$ cat config.mk
export PLATFORM = sky130hd
export DESIGN_NAME = dif_decoder
export DESIGN_NICKNAME = d
export VERILOG_FILES = /design/src/rtl/dif_pkg.sv /design/src/rtl/dif_loop_test.sv /design/src/rtl/dif_decoder.sv
export SDC_FILE = /design/constraint.sdc
export NUM_CORES = 1
export LEC_CHECK = 0
export BUFFER_PORTS_ARGS = -buffer_cell sky130_fd_sc_hd__buf_2
export CORE_MARGIN = 2
export CORE_UTILIZATION = 40
export CTS_CLUSTER_DIAMETER = 30
export DETAILED_ROUTE_END_ITERATION = 8
export PLACE_DENSITY = 0.58
export RECOVER_POWER = 100
export SLEW_MARGIN = 30
export SYNTH_ARGS = -nofsm -noshare
export SYNTH_HDL_FRONTEND = slang
export SYNTH_SLANG_ARGS = --single-unit
$ cat constraint.sdc
create_clock -name clk_i -period 6.8 [get_ports clk_i]
set_clock_uncertainty 0.2 [all_clocks]
set_input_delay 0 -clock clk_i [delete_from_list [all_inputs] [get_ports clk_i]]
set_output_delay 0 -clock clk_i [all_outputs]
set_load 0.02 [all_outputs]
$ cat src/rtl/dif_pkg.sv
/*
  shared constants and carrier structs for the digital input function decoder.
  assumes a single 25 MHz clock and a classic wishbone register slave.
*/
package dif_pkg;
  // terminal count and function code width
  localparam int DIF_NTERM = 8;
  localparam int DIF_CODE_W = 8;
  // function codes
  localparam logic [7:0] FN_PID_IRST = 8'h30;
  localparam logic [7:0] FN_PID_IHOLD = 8'h31;
  localparam logic [7:0] FN_STEP4 = 8'h32;
  localparam logic [7:0] FN_SOFT_CAN = 8'h34;
  localparam logic [7:0] FN_PID_SIGN = 8'h35;
  localparam logic [7:0] FN_FWD2W = 8'h40;
  localparam logic [7:0] FN_REV2W = 8'h41;
  localparam logic [7:0] FN_RUN2W = 8'h42;
  localparam logic [7:0] FN_DIR2W = 8'h43;
  localparam logic [7:0] FN_OFS1 = 8'h44;
  localparam logic [7:0] FN_OFS2 = 8'h45;
  localparam logic [7:0] FN_OFS3 = 8'h46;
  localparam logic [7:0] FN_DCBRK = 8'h60;
  localparam logic [7:0] FN_SRCH1 = 8'h61;
  localparam logic [7:0] FN_SRCH2 = 8'h62;
  localparam logic [7:0] FN_KEB_NC = 8'h65;
  localparam logic [7:0] FN_KEB_NO = 8'h66;
  localparam logic [7:0] FN_COMTEST = 8'h67;
  localparam logic [7:0] FN_ENABLE = 8'h6A;
  localparam logic [7:0] FN_TRQSW = 8'h71;
  localparam logic [7:0] FN_BIAS_UP = 8'h75;
  localparam logic [7:0] FN_BIAS_DN = 8'h76;
  // register word offsets (byte addresses)
  localparam logic [7:0] DIF_FSEL_LO = 8'h00;
  localparam logic [7:0] DIF_FSEL_HI = 8'h04;
  localparam logic [7:0] DIF_CTRL = 8'h08;
  localparam logic [7:0] DIF_CMD = 8'h0C;
  localparam logic [7:0] DIF_STAT = 8'h10;
  localparam logic [7:0] DIF_LOOP = 8'h14;
  // reset values
  localparam logic [31:0] DIF_FSEL_RST = 32'h0000_0000;
  localparam logic [31:0] DIF_CTRL_RST = 32'h0000_0000;
  // ctrl field positions
  localparam int CTRL_STOP_LSB = 0;
  localparam int CTRL_MODE_LSB = 2;
  localparam int CTRL_SRCH_BIT = 4;
  localparam int CTRL_EFCLR_BIT = 5;
  // serial test: reset pattern, cycles per bit and timeout cycles
  localparam logic [7:0] DIF_LOOP_PAT_RST = 8'hA5;
  localparam int DIF_BIT_CYC = 16;
  localparam int DIF_TEST_TMO = 64;

  // decoded terminal functions
  typedef struct packed {
    logic pid_irst;
    logic pid_ihold;
    logic step4;
    logic soft_can;
    logic pid_sign;
    logic fwd;
    logic rev;
    logic run2;
    logic dir2;
    logic [2:0] ofs;
    logic dcbrk;
    logic srch;
    logic kinetic_buffer_decel;
    logic comtest;
    logic enable;
    logic trq;
    logic bias_up;
    logic bias_dn;
  } dif_func_t;

  // which codes are assigned at all
  typedef struct packed {
    logic fwdrev;
    logic rundir;
    logic srch1;
    logic srch2;
    logic keb_nc;
    logic keb_no;
    logic enable;
    logic trq;
    logic bias_up;
    logic bias_dn;
  } dif_asg_t;

  // serial test states, gray along idle-send-check-done
  typedef enum logic [1:0] {
    ST_IDLE = 2'b00,
    ST_SEND = 2'b01,
    ST_CHECK = 2'b11,
    ST_DONE = 2'b10
  } dif_st_t;
endpackage

$ cat src/rtl/dif_loop_test.sv
/*
  serial loopback self test: shifts a byte out and checks it comes back.
  assumes the partner wires tx to rx; rx arrives already synchronised.
*/
`timescale 1ns/100ps
module dif_loop_test
  import dif_pkg::*;
(
  input wire logic clk_i, // system clock
  input wire logic rst_i, // sync reset
  input wire logic start_i, // test request level
  input wire logic [7:0] pat_i, // byte to send
  input wire logic rx_i, // looped receive line, synchronised
  output logic tx_o, // transmit line
  output logic busy_o, // test running
  output logic pass_o, // last test passed
  output logic fail_o // last test failed
);
  dif_st_t st_reg; // sequencer state
  logic [7:0] sh_reg; // transmit shifter
  logic [7:0] rx_reg; // received bits
  logic [3:0] bit_reg; // bit index, 8 data plus start
  logic [7:0] cyc_reg; // cycles within a bit
  logic start_d_reg; // edge detect on request

  always_ff @(posedge clk_i) begin
    if (rst_i) begin
      st_reg <= ST_IDLE;
      sh_reg <= 8'h00;
      rx_reg <= 8'h00;
      bit_reg <= 4'h0;
      cyc_reg <= 8'h00;
      tx_o <= 1'b1;
      pass_o <= 1'b0;
      fail_o <= 1'b0;
      start_d_reg <= 1'b0;
    end else begin
      start_d_reg <= start_i;
      unique case (st_reg)
        ST_IDLE: begin
          // new test only on a rising request
          if (start_i && !start_d_reg) begin
            st_reg <= ST_SEND;
            sh_reg <= pat_i;
            bit_reg <= 4'h0;
            cyc_reg <= 8'h00;
            tx_o <= 1'b0; // start bit
            pass_o <= 1'b0;
            fail_o <= 1'b0;
          end
        end
        ST_SEND: begin
          if (cyc_reg == 8'(DIF_BIT_CYC - 1)) begin
            cyc_reg <= 8'h00;
            tx_o <= sh_reg[0];
            sh_reg <= {1'b1, sh_reg[7:1]};
            bit_reg <= bit_reg + 4'h1;
            if (bit_reg == 4'h8) begin
              tx_o <= 1'b1; // stop level
              st_reg <= ST_CHECK;
            end
          end else begin
            cyc_reg <= cyc_reg + 8'h01;
          end
          // sample mid bit, data bits only
          if (cyc_reg == 8'(DIF_BIT_CYC / 2) && bit_reg != 4'h0) begin
            rx_reg <= {rx_i, rx_reg[7:1]};
          end
        end
        ST_CHECK: begin
          st_reg <= ST_DONE;
          pass_o <= (rx_reg == pat_i);
          fail_o <= (rx_reg != pat_i);
        end
        ST_DONE: begin
          // wait for the request to drop before rearming
          if (!start_i) begin
            st_reg <= ST_IDLE;
          end
        end
      endcase
    end
  end

  assign busy_o = (st_reg == ST_SEND) || (st_reg == ST_CHECK);
endmodule

$ cat src/rtl/dif_decoder.sv
/*
  digital input function decoder: synchronises terminals, decodes function codes,
  checks assignments and drives run, brake, pid and mode commands.
  assumes a classic wishbone master and terminal pins asynchronous to clk_i.
*/
// The address map and the Wishbone interface to the registers were left to the implementer.
// Functional notes
// - code 30 closed zeroes pid integral
// - code 31 freezes integral, resumes on release
// - code 32 is fourth speed select bit
// - code 34 cancels pid soft starter
// - code 35 inverts pid input sign
// - codes 40/41 run forward or reverse
// - both 40 and 41 closed: external fault
// - 40/41 with 42/43 is rejected
// - code 42 runs while closed
// - code 43 open forward, closed reverse
// - codes 44-46 add offset frequencies
// - code 60 brakes only while stopped
// - codes 61/62 force speed search enable
// - both search inputs assigned: conflict error
// - 65 closed normal; 66 closed decelerates
// - both ride-through inputs assigned: conflict error
// - code 67 runs serial loopback test
// - code 6A open refuses run, shows disabled
// - run held at enable needs recycling
// - enable opening while running stops drive
// - code 71 closed torque, mode setting zero
// - codes 75/76 bias, must be paired
// - external fault stops the drive
`timescale 1ns/100ps
module dif_decoder
  import dif_pkg::*;
#(
  parameter int NTERM = DIF_NTERM // number of input terminals
) (
  input wire logic clk_i, // system clock
  input wire logic rst_i, // sync reset, active high
  input wire logic [NTERM-1:0] term_i, // terminal levels, 1 = closed
  input wire logic rx_i, // serial receive line
  input wire logic [7:0] wb_adr_i, // wishbone byte address
  input wire logic [31:0] wb_dat_i, // wishbone write data
  input wire logic [3:0] wb_sel_i, // wishbone byte lanes
  input wire logic wb_we_i, // wishbone write
  input wire logic wb_cyc_i, // wishbone cycle
  input wire logic wb_stb_i, // wishbone strobe
  output logic [31:0] wb_dat_o, // wishbone read data
  output logic wb_ack_o, // wishbone ack
  output logic run_fwd_o, // motor runs forward
  output logic run_rev_o, // motor runs reverse
  output logic stop_req_o, // stop with configured method
  output logic [1:0] stop_method_o, // stop method select
  output logic ext_fault_o, // external fault latched
  output logic setting_conflict_error_o, // bad assignment
  output logic drive_disabled_indication_o, // enable open
  output logic pid_int_reset_o, // force integral to zero
  output logic pid_int_hold_o, // freeze integral
  output logic pid_soft_cancel_o, // bypass pid_ramp_time
  output logic pid_sign_inv_o, // invert pid input
  output logic step_sel4_o, // fourth speed select bit
  output logic [2:0] offset_sel_o, // offset frequency 1..3 adds
  output logic dc_brake_o, // dc injection braking
  output logic search_en_o, // speed search enabled
  output logic kinetic_buffer_decel_o, // ride-through decel
  output logic torque_mode_o, // torque control selected
  output logic bias_up_o, // raise frequency bias
  output logic bias_dn_o, // lower frequency bias
  output logic tx_o // serial transmit line
);
  logic [NTERM-1:0] sync1_reg; // first sync stage
  logic [NTERM-1:0] term_reg; // synchronised terminals
  logic rx1_reg; // rx first stage
  logic rx_reg; // rx second stage
  logic [7:0] fsel_reg [NTERM]; // input_function_select per terminal
  logic [31:0] ctrl_reg; // stop method, mode, search flag
  logic [1:0] cmd_reg; // software run (forward only) and jog
  logic [7:0] pat_reg; // loopback pattern
  logic run_armed_reg; // run may start after enable
  logic running_reg; // drive currently running
  logic en_d_reg; // enable level last cycle
  logic any_run_d_reg; // run request last cycle
  dif_func_t fn; // decoded closed functions
  dif_asg_t asg; // assigned codes
  logic conflict; // any bad assignment
  logic any_run; // run request from the selected source: 42/43, else 40/41, else software run
  logic dir_rev; // requested direction
  logic enabled; // drive enable state
  logic jog; // software jog
  logic lt_busy, lt_pass, lt_fail, lt_tx; // loop test outputs
  logic wb_hit; // request seen this cycle

  // true if any terminal carries the code
  function automatic logic has_code(input logic [7:0] code);
    logic r;
    r = 1'b0;
    for (int i = 0; i < NTERM; i++) begin
      r = r | (fsel_reg[i] == code);
    end
    return r;
  endfunction

  // true if a terminal with the code is closed
  function automatic logic closed_code(input logic [7:0] code);
    logic r;
    r = 1'b0;
    for (int i = 0; i < NTERM; i++) begin
      r = r | ((fsel_reg[i] == code) & term_reg[i]);
    end
    return r;
  endfunction

  always_ff @(posedge clk_i) begin
    if (rst_i) begin
      sync1_reg <= '0;
      term_reg <= '0;
      rx1_reg <= 1'b1;
      rx_reg <= 1'b1;
    end else begin
      sync1_reg <= term_i;
      term_reg <= sync1_reg;
      rx1_reg <= rx_i;
      rx_reg <= rx1_reg;
    end
  end

  // decode from the synchronised sample only
  always_comb begin
    fn.pid_irst = closed_code(FN_PID_IRST);
    fn.pid_ihold = closed_code(FN_PID_IHOLD);
    fn.step4 = closed_code(FN_STEP4);
    fn.soft_can = closed_code(FN_SOFT_CAN);
    fn.pid_sign = closed_code(FN_PID_SIGN);
    fn.fwd = closed_code(FN_FWD2W);
    fn.rev = closed_code(FN_REV2W);
    fn.run2 = closed_code(FN_RUN2W);
    fn.dir2 = closed_code(FN_DIR2W);
    fn.ofs = {closed_code(FN_OFS3), closed_code(FN_OFS2), closed_code(FN_OFS1)};
    fn.dcbrk = closed_code(FN_DCBRK);
    fn.srch = closed_code(FN_SRCH1) | closed_code(FN_SRCH2);
    // nc opens to decel, no closes to decel
    fn.kinetic_buffer_decel = (has_code(FN_KEB_NC) & ~closed_code(FN_KEB_NC)) | closed_code(FN_KEB_NO);
    fn.comtest = closed_code(FN_COMTEST);
    fn.enable = closed_code(FN_ENABLE);
    fn.trq = closed_code(FN_TRQSW);
    fn.bias_up = closed_code(FN_BIAS_UP);
    fn.bias_dn = closed_code(FN_BIAS_DN);
  end

  // assignment summary
  always_comb begin
    asg.fwdrev = has_code(FN_FWD2W) | has_code(FN_REV2W);
    asg.rundir = has_code(FN_RUN2W) | has_code(FN_DIR2W);
    asg.srch1 = has_code(FN_SRCH1);
    asg.srch2 = has_code(FN_SRCH2);
    asg.keb_nc = has_code(FN_KEB_NC);
    asg.keb_no = has_code(FN_KEB_NO);
    asg.enable = has_code(FN_ENABLE);
    asg.trq = has_code(FN_TRQSW);
    asg.bias_up = has_code(FN_BIAS_UP);
    asg.bias_dn = has_code(FN_BIAS_DN);
  end

  // conflict checks; torque switch needs mode 0
  assign conflict = (asg.fwdrev & asg.rundir) | (asg.srch1 & asg.srch2) |
                    (asg.keb_nc & asg.keb_no) | (asg.bias_up ^ asg.bias_dn) |
                    (asg.trq & (ctrl_reg[CTRL_MODE_LSB +: 2] != 2'b00));

  // run request and direction from the active sequence
  always_comb begin
    jog = cmd_reg[1];
    any_run = 1'b0;
    dir_rev = 1'b0;
    if (asg.rundir) begin
      // run while closed, 43 picks direction
      any_run = fn.run2;
      dir_rev = fn.dir2;
    end else if (asg.fwdrev) begin
      any_run = fn.fwd ^ fn.rev;
      dir_rev = fn.rev;
    end else begin
      any_run = cmd_reg[0];
      dir_rev = 1'b0;
    end
    enabled = ~asg.enable | fn.enable;
  end

  // register slave, one wait-free cycle, ack dropped after one
  assign wb_hit = wb_cyc_i & wb_stb_i & ~wb_ack_o;

  // wishbone ack and read data
  always_ff @(posedge clk_i) begin
    if (rst_i) begin
      wb_ack_o <= 1'b0;
      wb_dat_o <= 32'h0000_0000;
    end else begin
      wb_ack_o <= wb_hit;
      if (wb_hit && !wb_we_i) begin
        unique case (wb_adr_i)
          DIF_FSEL_LO: wb_dat_o <= {fsel_reg[3], fsel_reg[2], fsel_reg[1], fsel_reg[0]};
          DIF_FSEL_HI: wb_dat_o <= {fsel_reg[7], fsel_reg[6], fsel_reg[5], fsel_reg[4]};
          DIF_CTRL: wb_dat_o <= ctrl_reg;
          DIF_CMD: wb_dat_o <= {30'h0, cmd_reg};
          DIF_STAT: wb_dat_o <= {16'h0, lt_fail, lt_pass, lt_busy, running_reg,
                                 ext_fault_o, setting_conflict_error_o,
                                 drive_disabled_indication_o, 1'b0, term_reg};
          DIF_LOOP: wb_dat_o <= {24'h0, pat_reg};
          default: wb_dat_o <= 32'h0000_0000; // unmapped reads zero
        endcase
      end
    end
  end

  // writable registers, byte lanes honoured
  always_ff @(posedge clk_i) begin
    if (rst_i) begin
      for (int i = 0; i < NTERM; i++) begin
        fsel_reg[i] <= DIF_FSEL_RST[7:0];
      end
      ctrl_reg <= DIF_CTRL_RST;
      cmd_reg <= 2'b00;
      pat_reg <= DIF_LOOP_PAT_RST;
    end else if (wb_hit && wb_we_i) begin
      for (int b = 0; b < 4; b++) begin
        if (wb_sel_i[b]) begin
          if (wb_adr_i == DIF_FSEL_LO) fsel_reg[b] <= wb_dat_i[8*b +: 8];
          if (wb_adr_i == DIF_FSEL_HI) fsel_reg[b+4] <= wb_dat_i[8*b +: 8];
          if (wb_adr_i == DIF_CTRL) ctrl_reg[8*b +: 8] <= wb_dat_i[8*b +: 8];
        end
      end
      if (wb_adr_i == DIF_CMD && wb_sel_i[0]) cmd_reg <= wb_dat_i[1:0];
      if (wb_adr_i == DIF_LOOP && wb_sel_i[0]) pat_reg <= wb_dat_i[7:0];
    end else begin
      // fault clear bit is self clearing
      ctrl_reg[CTRL_EFCLR_BIT] <= 1'b0;
    end
  end

  // external fault, set wins over clear
  always_ff @(posedge clk_i) begin
    if (rst_i) begin
      ext_fault_o <= 1'b0;
    end else if (asg.fwdrev && !asg.rundir && fn.fwd && fn.rev) begin
      ext_fault_o <= 1'b1;
    end else if (ctrl_reg[CTRL_EFCLR_BIT]) begin
      ext_fault_o <= 1'b0;
    end
  end

  // run arming and state
  always_ff @(posedge clk_i) begin
    if (rst_i) begin
      run_armed_reg <= 1'b0;
      running_reg <= 1'b0;
      en_d_reg <= 1'b0;
      any_run_d_reg <= 1'b0;
    end else begin
      en_d_reg <= enabled;
      any_run_d_reg <= any_run;
      // run seen released while enabled arms
      if (!enabled) begin
        run_armed_reg <= 1'b0;
      end else if (!any_run) begin
        run_armed_reg <= 1'b1;
      end
      // stop on open enable or fault
      if (!enabled || ext_fault_o || conflict || !any_run) begin
        running_reg <= 1'b0;
      end else if (run_armed_reg) begin
        running_reg <= 1'b1;
      end
    end
  end

  // command outputs, all registered
  always_ff @(posedge clk_i) begin
    if (rst_i) begin
      run_fwd_o <= 1'b0;
      run_rev_o <= 1'b0;
      stop_req_o <= 1'b0;
      stop_method_o <= 2'b00;
      setting_conflict_error_o <= 1'b0;
      drive_disabled_indication_o <= 1'b0;
      dc_brake_o <= 1'b0;
    end else begin
      run_fwd_o <= running_reg & ~dir_rev;
      run_rev_o <= running_reg & dir_rev;
      stop_req_o <= ~running_reg;
      stop_method_o <= ctrl_reg[CTRL_STOP_LSB +: 2];
      setting_conflict_error_o <= conflict;
      drive_disabled_indication_o <= ~enabled;
      // brake only while stopped, run or jog ends it
      dc_brake_o <= fn.dcbrk & ~running_reg & ~any_run & ~jog;
    end
  end

  // pid and auxiliary function outputs
  always_ff @(posedge clk_i) begin
    if (rst_i) begin
      pid_int_reset_o <= 1'b0;
      pid_int_hold_o <= 1'b0;
      pid_soft_cancel_o <= 1'b0;
      pid_sign_inv_o <= 1'b0;
      step_sel4_o <= 1'b0;
      offset_sel_o <= 3'b000;
      search_en_o <= 1'b0;
      kinetic_buffer_decel_o <= 1'b0;
      torque_mode_o <= 1'b0;
      bias_up_o <= 1'b0;
      bias_dn_o <= 1'b0;
    end else begin
      pid_int_reset_o <= fn.pid_irst;
      pid_int_hold_o <= fn.pid_ihold;
      pid_soft_cancel_o <= fn.soft_can;
      pid_sign_inv_o <= fn.pid_sign;
      step_sel4_o <= fn.step4;
      offset_sel_o <= fn.ofs;
      search_en_o <= fn.srch | ctrl_reg[CTRL_SRCH_BIT];
      kinetic_buffer_decel_o <= fn.kinetic_buffer_decel & ~conflict;
      // torque when closed, mode setting zero only
      torque_mode_o <= fn.trq & (ctrl_reg[CTRL_MODE_LSB +: 2] == 2'b00);
      // bias moves only when paired, both hold
      bias_up_o <= fn.bias_up & ~fn.bias_dn & asg.bias_dn;
      bias_dn_o <= fn.bias_dn & ~fn.bias_up & asg.bias_up;
    end
  end

  dif_loop_test dif_loop_test_inst (
    .clk_i(clk_i),
    .rst_i(rst_i),
    .start_i(fn.comtest),
    .pat_i(pat_reg),
    .rx_i(rx_reg),
    .tx_o(lt_tx),
    .busy_o(lt_busy),
    .pass_o(lt_pass),
    .fail_o(lt_fail)
  );

  // transmit line registered at the top
  always_ff @(posedge clk_i) begin
    if (rst_i) begin
      tx_o <= 1'b1;
    end else begin
      tx_o <= lt_tx;
    end
  end
endmodule

==> run_results.csv <==
group,metric,value,unit
global_routing,grt_pass1_vias,11151,
job,cap_violations,1,
routing,drtIter0Drc,1562,
global_routing,grtUsageTotal,0.3004,
synthesis,synthesis.area,11460,um^2
routing,routed_via_density,6.033,
global_routing,antenna_found_initial,1,
layout,layout.nets,1563,
timing,max_freq,202.6,MHz
critical_path,path_max_fanout,21,
routing,drc,0,
routing,vias,11602,
timing,fin_ws,1863,ps
global_routing,grt_pass1_wl,69430,um
pwr,powerDensity,271.3,nW/um^2
synthesis,synth_area_per_cell,8.784,um^2
place,io_buffers,113,
timing,post-route-period-util,0.7260,
clock_network,cts.clk_slew.worst_paths,50,ps
synthesis,yosysSeqAreaShare,0.4261,
timing,relSlewSlack,-0.7838,
clock_network,post-cts-setup-buffers,0,
critical_path,end_kind,"flip-flop",
timing,setup_viol,0,
pwr,seqPwrFrac,0.340,
clock_network,cts_sinks,216,
routing,drtAntennaViolNets,0,
clock_network,cts_max_level,2,
global_routing,grt-ovfl-total,0,
synthesis,syn_inst,1305,
routing,first_pass_iters,6,
clock_network,cts_tree,"built",
timing,slew_viol_final,58,
place,dp_hpwl,32930,um
synthesis,ys.flop_type,"dfxtp_1",
floorplanning,die_h,173.3,um
timing,tns,0,ps
critical_path,worstSetupPathType,"in2reg",
synthesis,async_flop_share,0,
floorplanning,die_area,30030,um^2
synthesis,synth-seq-cells,216,
place,preCtsSetupSlack,3217,ps
global_routing,grt_max_degree,60,
clock_network,ctsResizeCount,0,
critical_path,cp-start-kind,"input pin",
timing,worst_pin_slew,2676,ps
pwr,p_leak,5.130,nW
floorplanning,ios,114,
worst_hold_path,min_path_type,"in2reg",
synthesis,synth-edff-count,56,
layout,layout_commonest_cell,"dfxtp_1",
pwr,power,4.077,mW
floorplanning,start_util,0.4093,
timing,finalCriticalPeriod,4937,ps
synthesis,syn_nets,1367,
layout,drive_gt1_frac,0.1315,
layout,most-common-layout-cells,"dfxtp_1, nor2_1, nand2_1",
timing,rsz0062_at_grt,"false",
routing,wirelength,46190,um
floorplanning,num_rows,61,
timing,finalHoldViolations,0,
pwr,intPower,3.074,mW
clock_network,clockBufferDepth,3,
critical_path,required,7110,ps
critical_path,crit_arrival,5240,ps
pwr,ir_drop,200.7,uV
clock_network,cts_made_buffers,51,
pwr,swShare,0.2460,
pwr,p_clk_frac,0.619,
outcome,violations,"max-capacitance violations, max-slew violations",
place,gp_congestion,1.011,
pwr,p_sw,1.003,mW
outcome,status,"complete, but fails checks",
clock_network,cts_root_buf,"clkbuf_16",
floorplanning,dieWidth,173.3,um
layout,syn_to_final_growth,31.12,%
layout,largest_reg_flops,64,
routing,avgRoutedWirePerCell,24.02,um
synthesis,synth_warnings,0,
floorplanning,coreArea,28010,um^2
pwr,p_comb_frac,0.041,
clock_network,cts_hold_buffers,89,
clock_network,clock_latency,570,ps
synthesis,synth_cell_types,73,
routing by layer:
| layer | track usage | part of all wire | wire (um) |
|---|---|---|---|
| met5 | 0 | 0 | 0 |
| met4 | 0.1363 | 0.044 | 2027 |
| met3 | 0.05746 | 0.082 | 3787 |
| met2 | 0.4813 | 0.46 | 21110 |
| met1 | 0.3936 | 0.42 | 19270 |
metrics by stage:
step / instance area [um^2] / utilization / std cells / hold WS [ps]
after floorplan: 11460 / - / 1305 / -96.19
after global placement: 12420 / 0.4433 / 1737 / -13.13
after detailed placement: 12430 / 0.4436 / 1737 / -13.37
after CTS: 15140 / 0.5404 / 1922 / 3.139
after global routing: 15030 / 0.5365 / 1922 / 49.72
final: 15030 / 0.5366 / 1923 / 28.87
power by group through the flow:
stage	Combinational (mW)	Clock, mW	Sequential [mW]
floorplan	0.0858	0	1.38
global placement	0.140	0	1.41
detailed placement	0.139	0	1.41
CTS	0.166	2.55	1.38
global route	0.178	2.62	1.39
finish	0.169	2.52	1.39
worst paths after layout:
path / startpoint / endpoint / slack, ps / depth (start not counted)
setup reg to reg: wb_ack_o$_SDFF_PP0_ / fsel_reg[1][20]$_SDFFE_PP0P_ / 3000 / 7
hold / removal: wb_adr_i[5] / wb_dat_o[8]$_SDFFE_PP0P_ / 30 / 6
hold reg to reg: rx1_reg$_SDFF_PP1_ / rx_reg$_SDFF_PP1_ / 210 / 1
setup / recovery: wb_adr_i[1] / ctrl_reg[14]$_SDFFE_PP0P_ / 1860 / 11
worst max-delay path, cell delays in order:
cell	delay (ps)
dlygate4sd3_1	530
buf_2	120
nor4_1	590
nor4b_1	320
clkbuf_1	980
nand2b_1	770
clkbuf_1	520
nor2_1	520
nand2_1	110
a21oi_1	160
dlygate4sd3_1	610
cell usage after synthesis, types with 9 or more instances:
cell | number | area share
a211oi_1 | 12 | 0.0079
a21oi_1 | 75 | 0.033
a221oi_1 | 17 | 0.013
a22o_1 | 19 | 0.015
a22oi_1 | 68 | 0.045
a311oi_1 | 9 | 0.0069
and2_1 | 77 | 0.042
and3_1 | 11 | 0.0060
clkbuf_1 | 78 | 0.026
dfxtp_1 | 160 | 0.28
edfxtp_1 | 56 | 0.15
inv_1 | 17 | 0.0056
mux2_2 | 10 | 0.0098
mux2i_1 | 20 | 0.017
nand2_1 | 111 | 0.036
nand2b_1 | 20 | 0.011
nand3_1 | 45 | 0.020
nand3b_1 | 11 | 0.0072
nand4_1 | 12 | 0.0065
nor2_1 | 125 | 0.041
nor2b_1 | 36 | 0.020
nor3_1 | 27 | 0.012
nor3b_1 | 11 | 0.0072
nor4_1 | 13 | 0.0071
nor4b_1 | 23 | 0.018
nor4bb_1 | 14 | 0.012
o21ai_0 | 68 | 0.030
o22ai_1 | 11 | 0.0060
xnor2_1 | 10 | 0.0076
cell type report:
type / instances / area (um^2)
Antenna cell: 1 / 2.502
Clock inverter: 39 / 459.2
Multi-Input combinational cell: 983 / 6202
Fill cell: 2627 / 12980
Inverter: 17 / 63.81
Sequential cell: 216 / 4885
Tap cell: 378 / 473.0
Timing Repair Buffer: 232 / 1584
Clock buffer: 57 / 1361
cell families (layout without fill, tap and decap cells):
| family | Yosys count | in the layout | share of synthesized area |
|---|---|---|---|
| flops | 216 | 216 | 0.4261 |
| simple gates | 587 | 587 | 0.2886 |
| compound gates | 346 | 346 | 0.2053 |
| other cells | 0 | 1 | 0 |
| buf+inv | 106 | 345 | 0.03613 |
| xor+xnor | 16 | 16 | 0.01222 |
| fa+ha+maj | 4 | 4 | 0.004366 |
| mux | 30 | 30 | 0.02729 |
No activity file was read; power rests on OpenSTA's default activity.
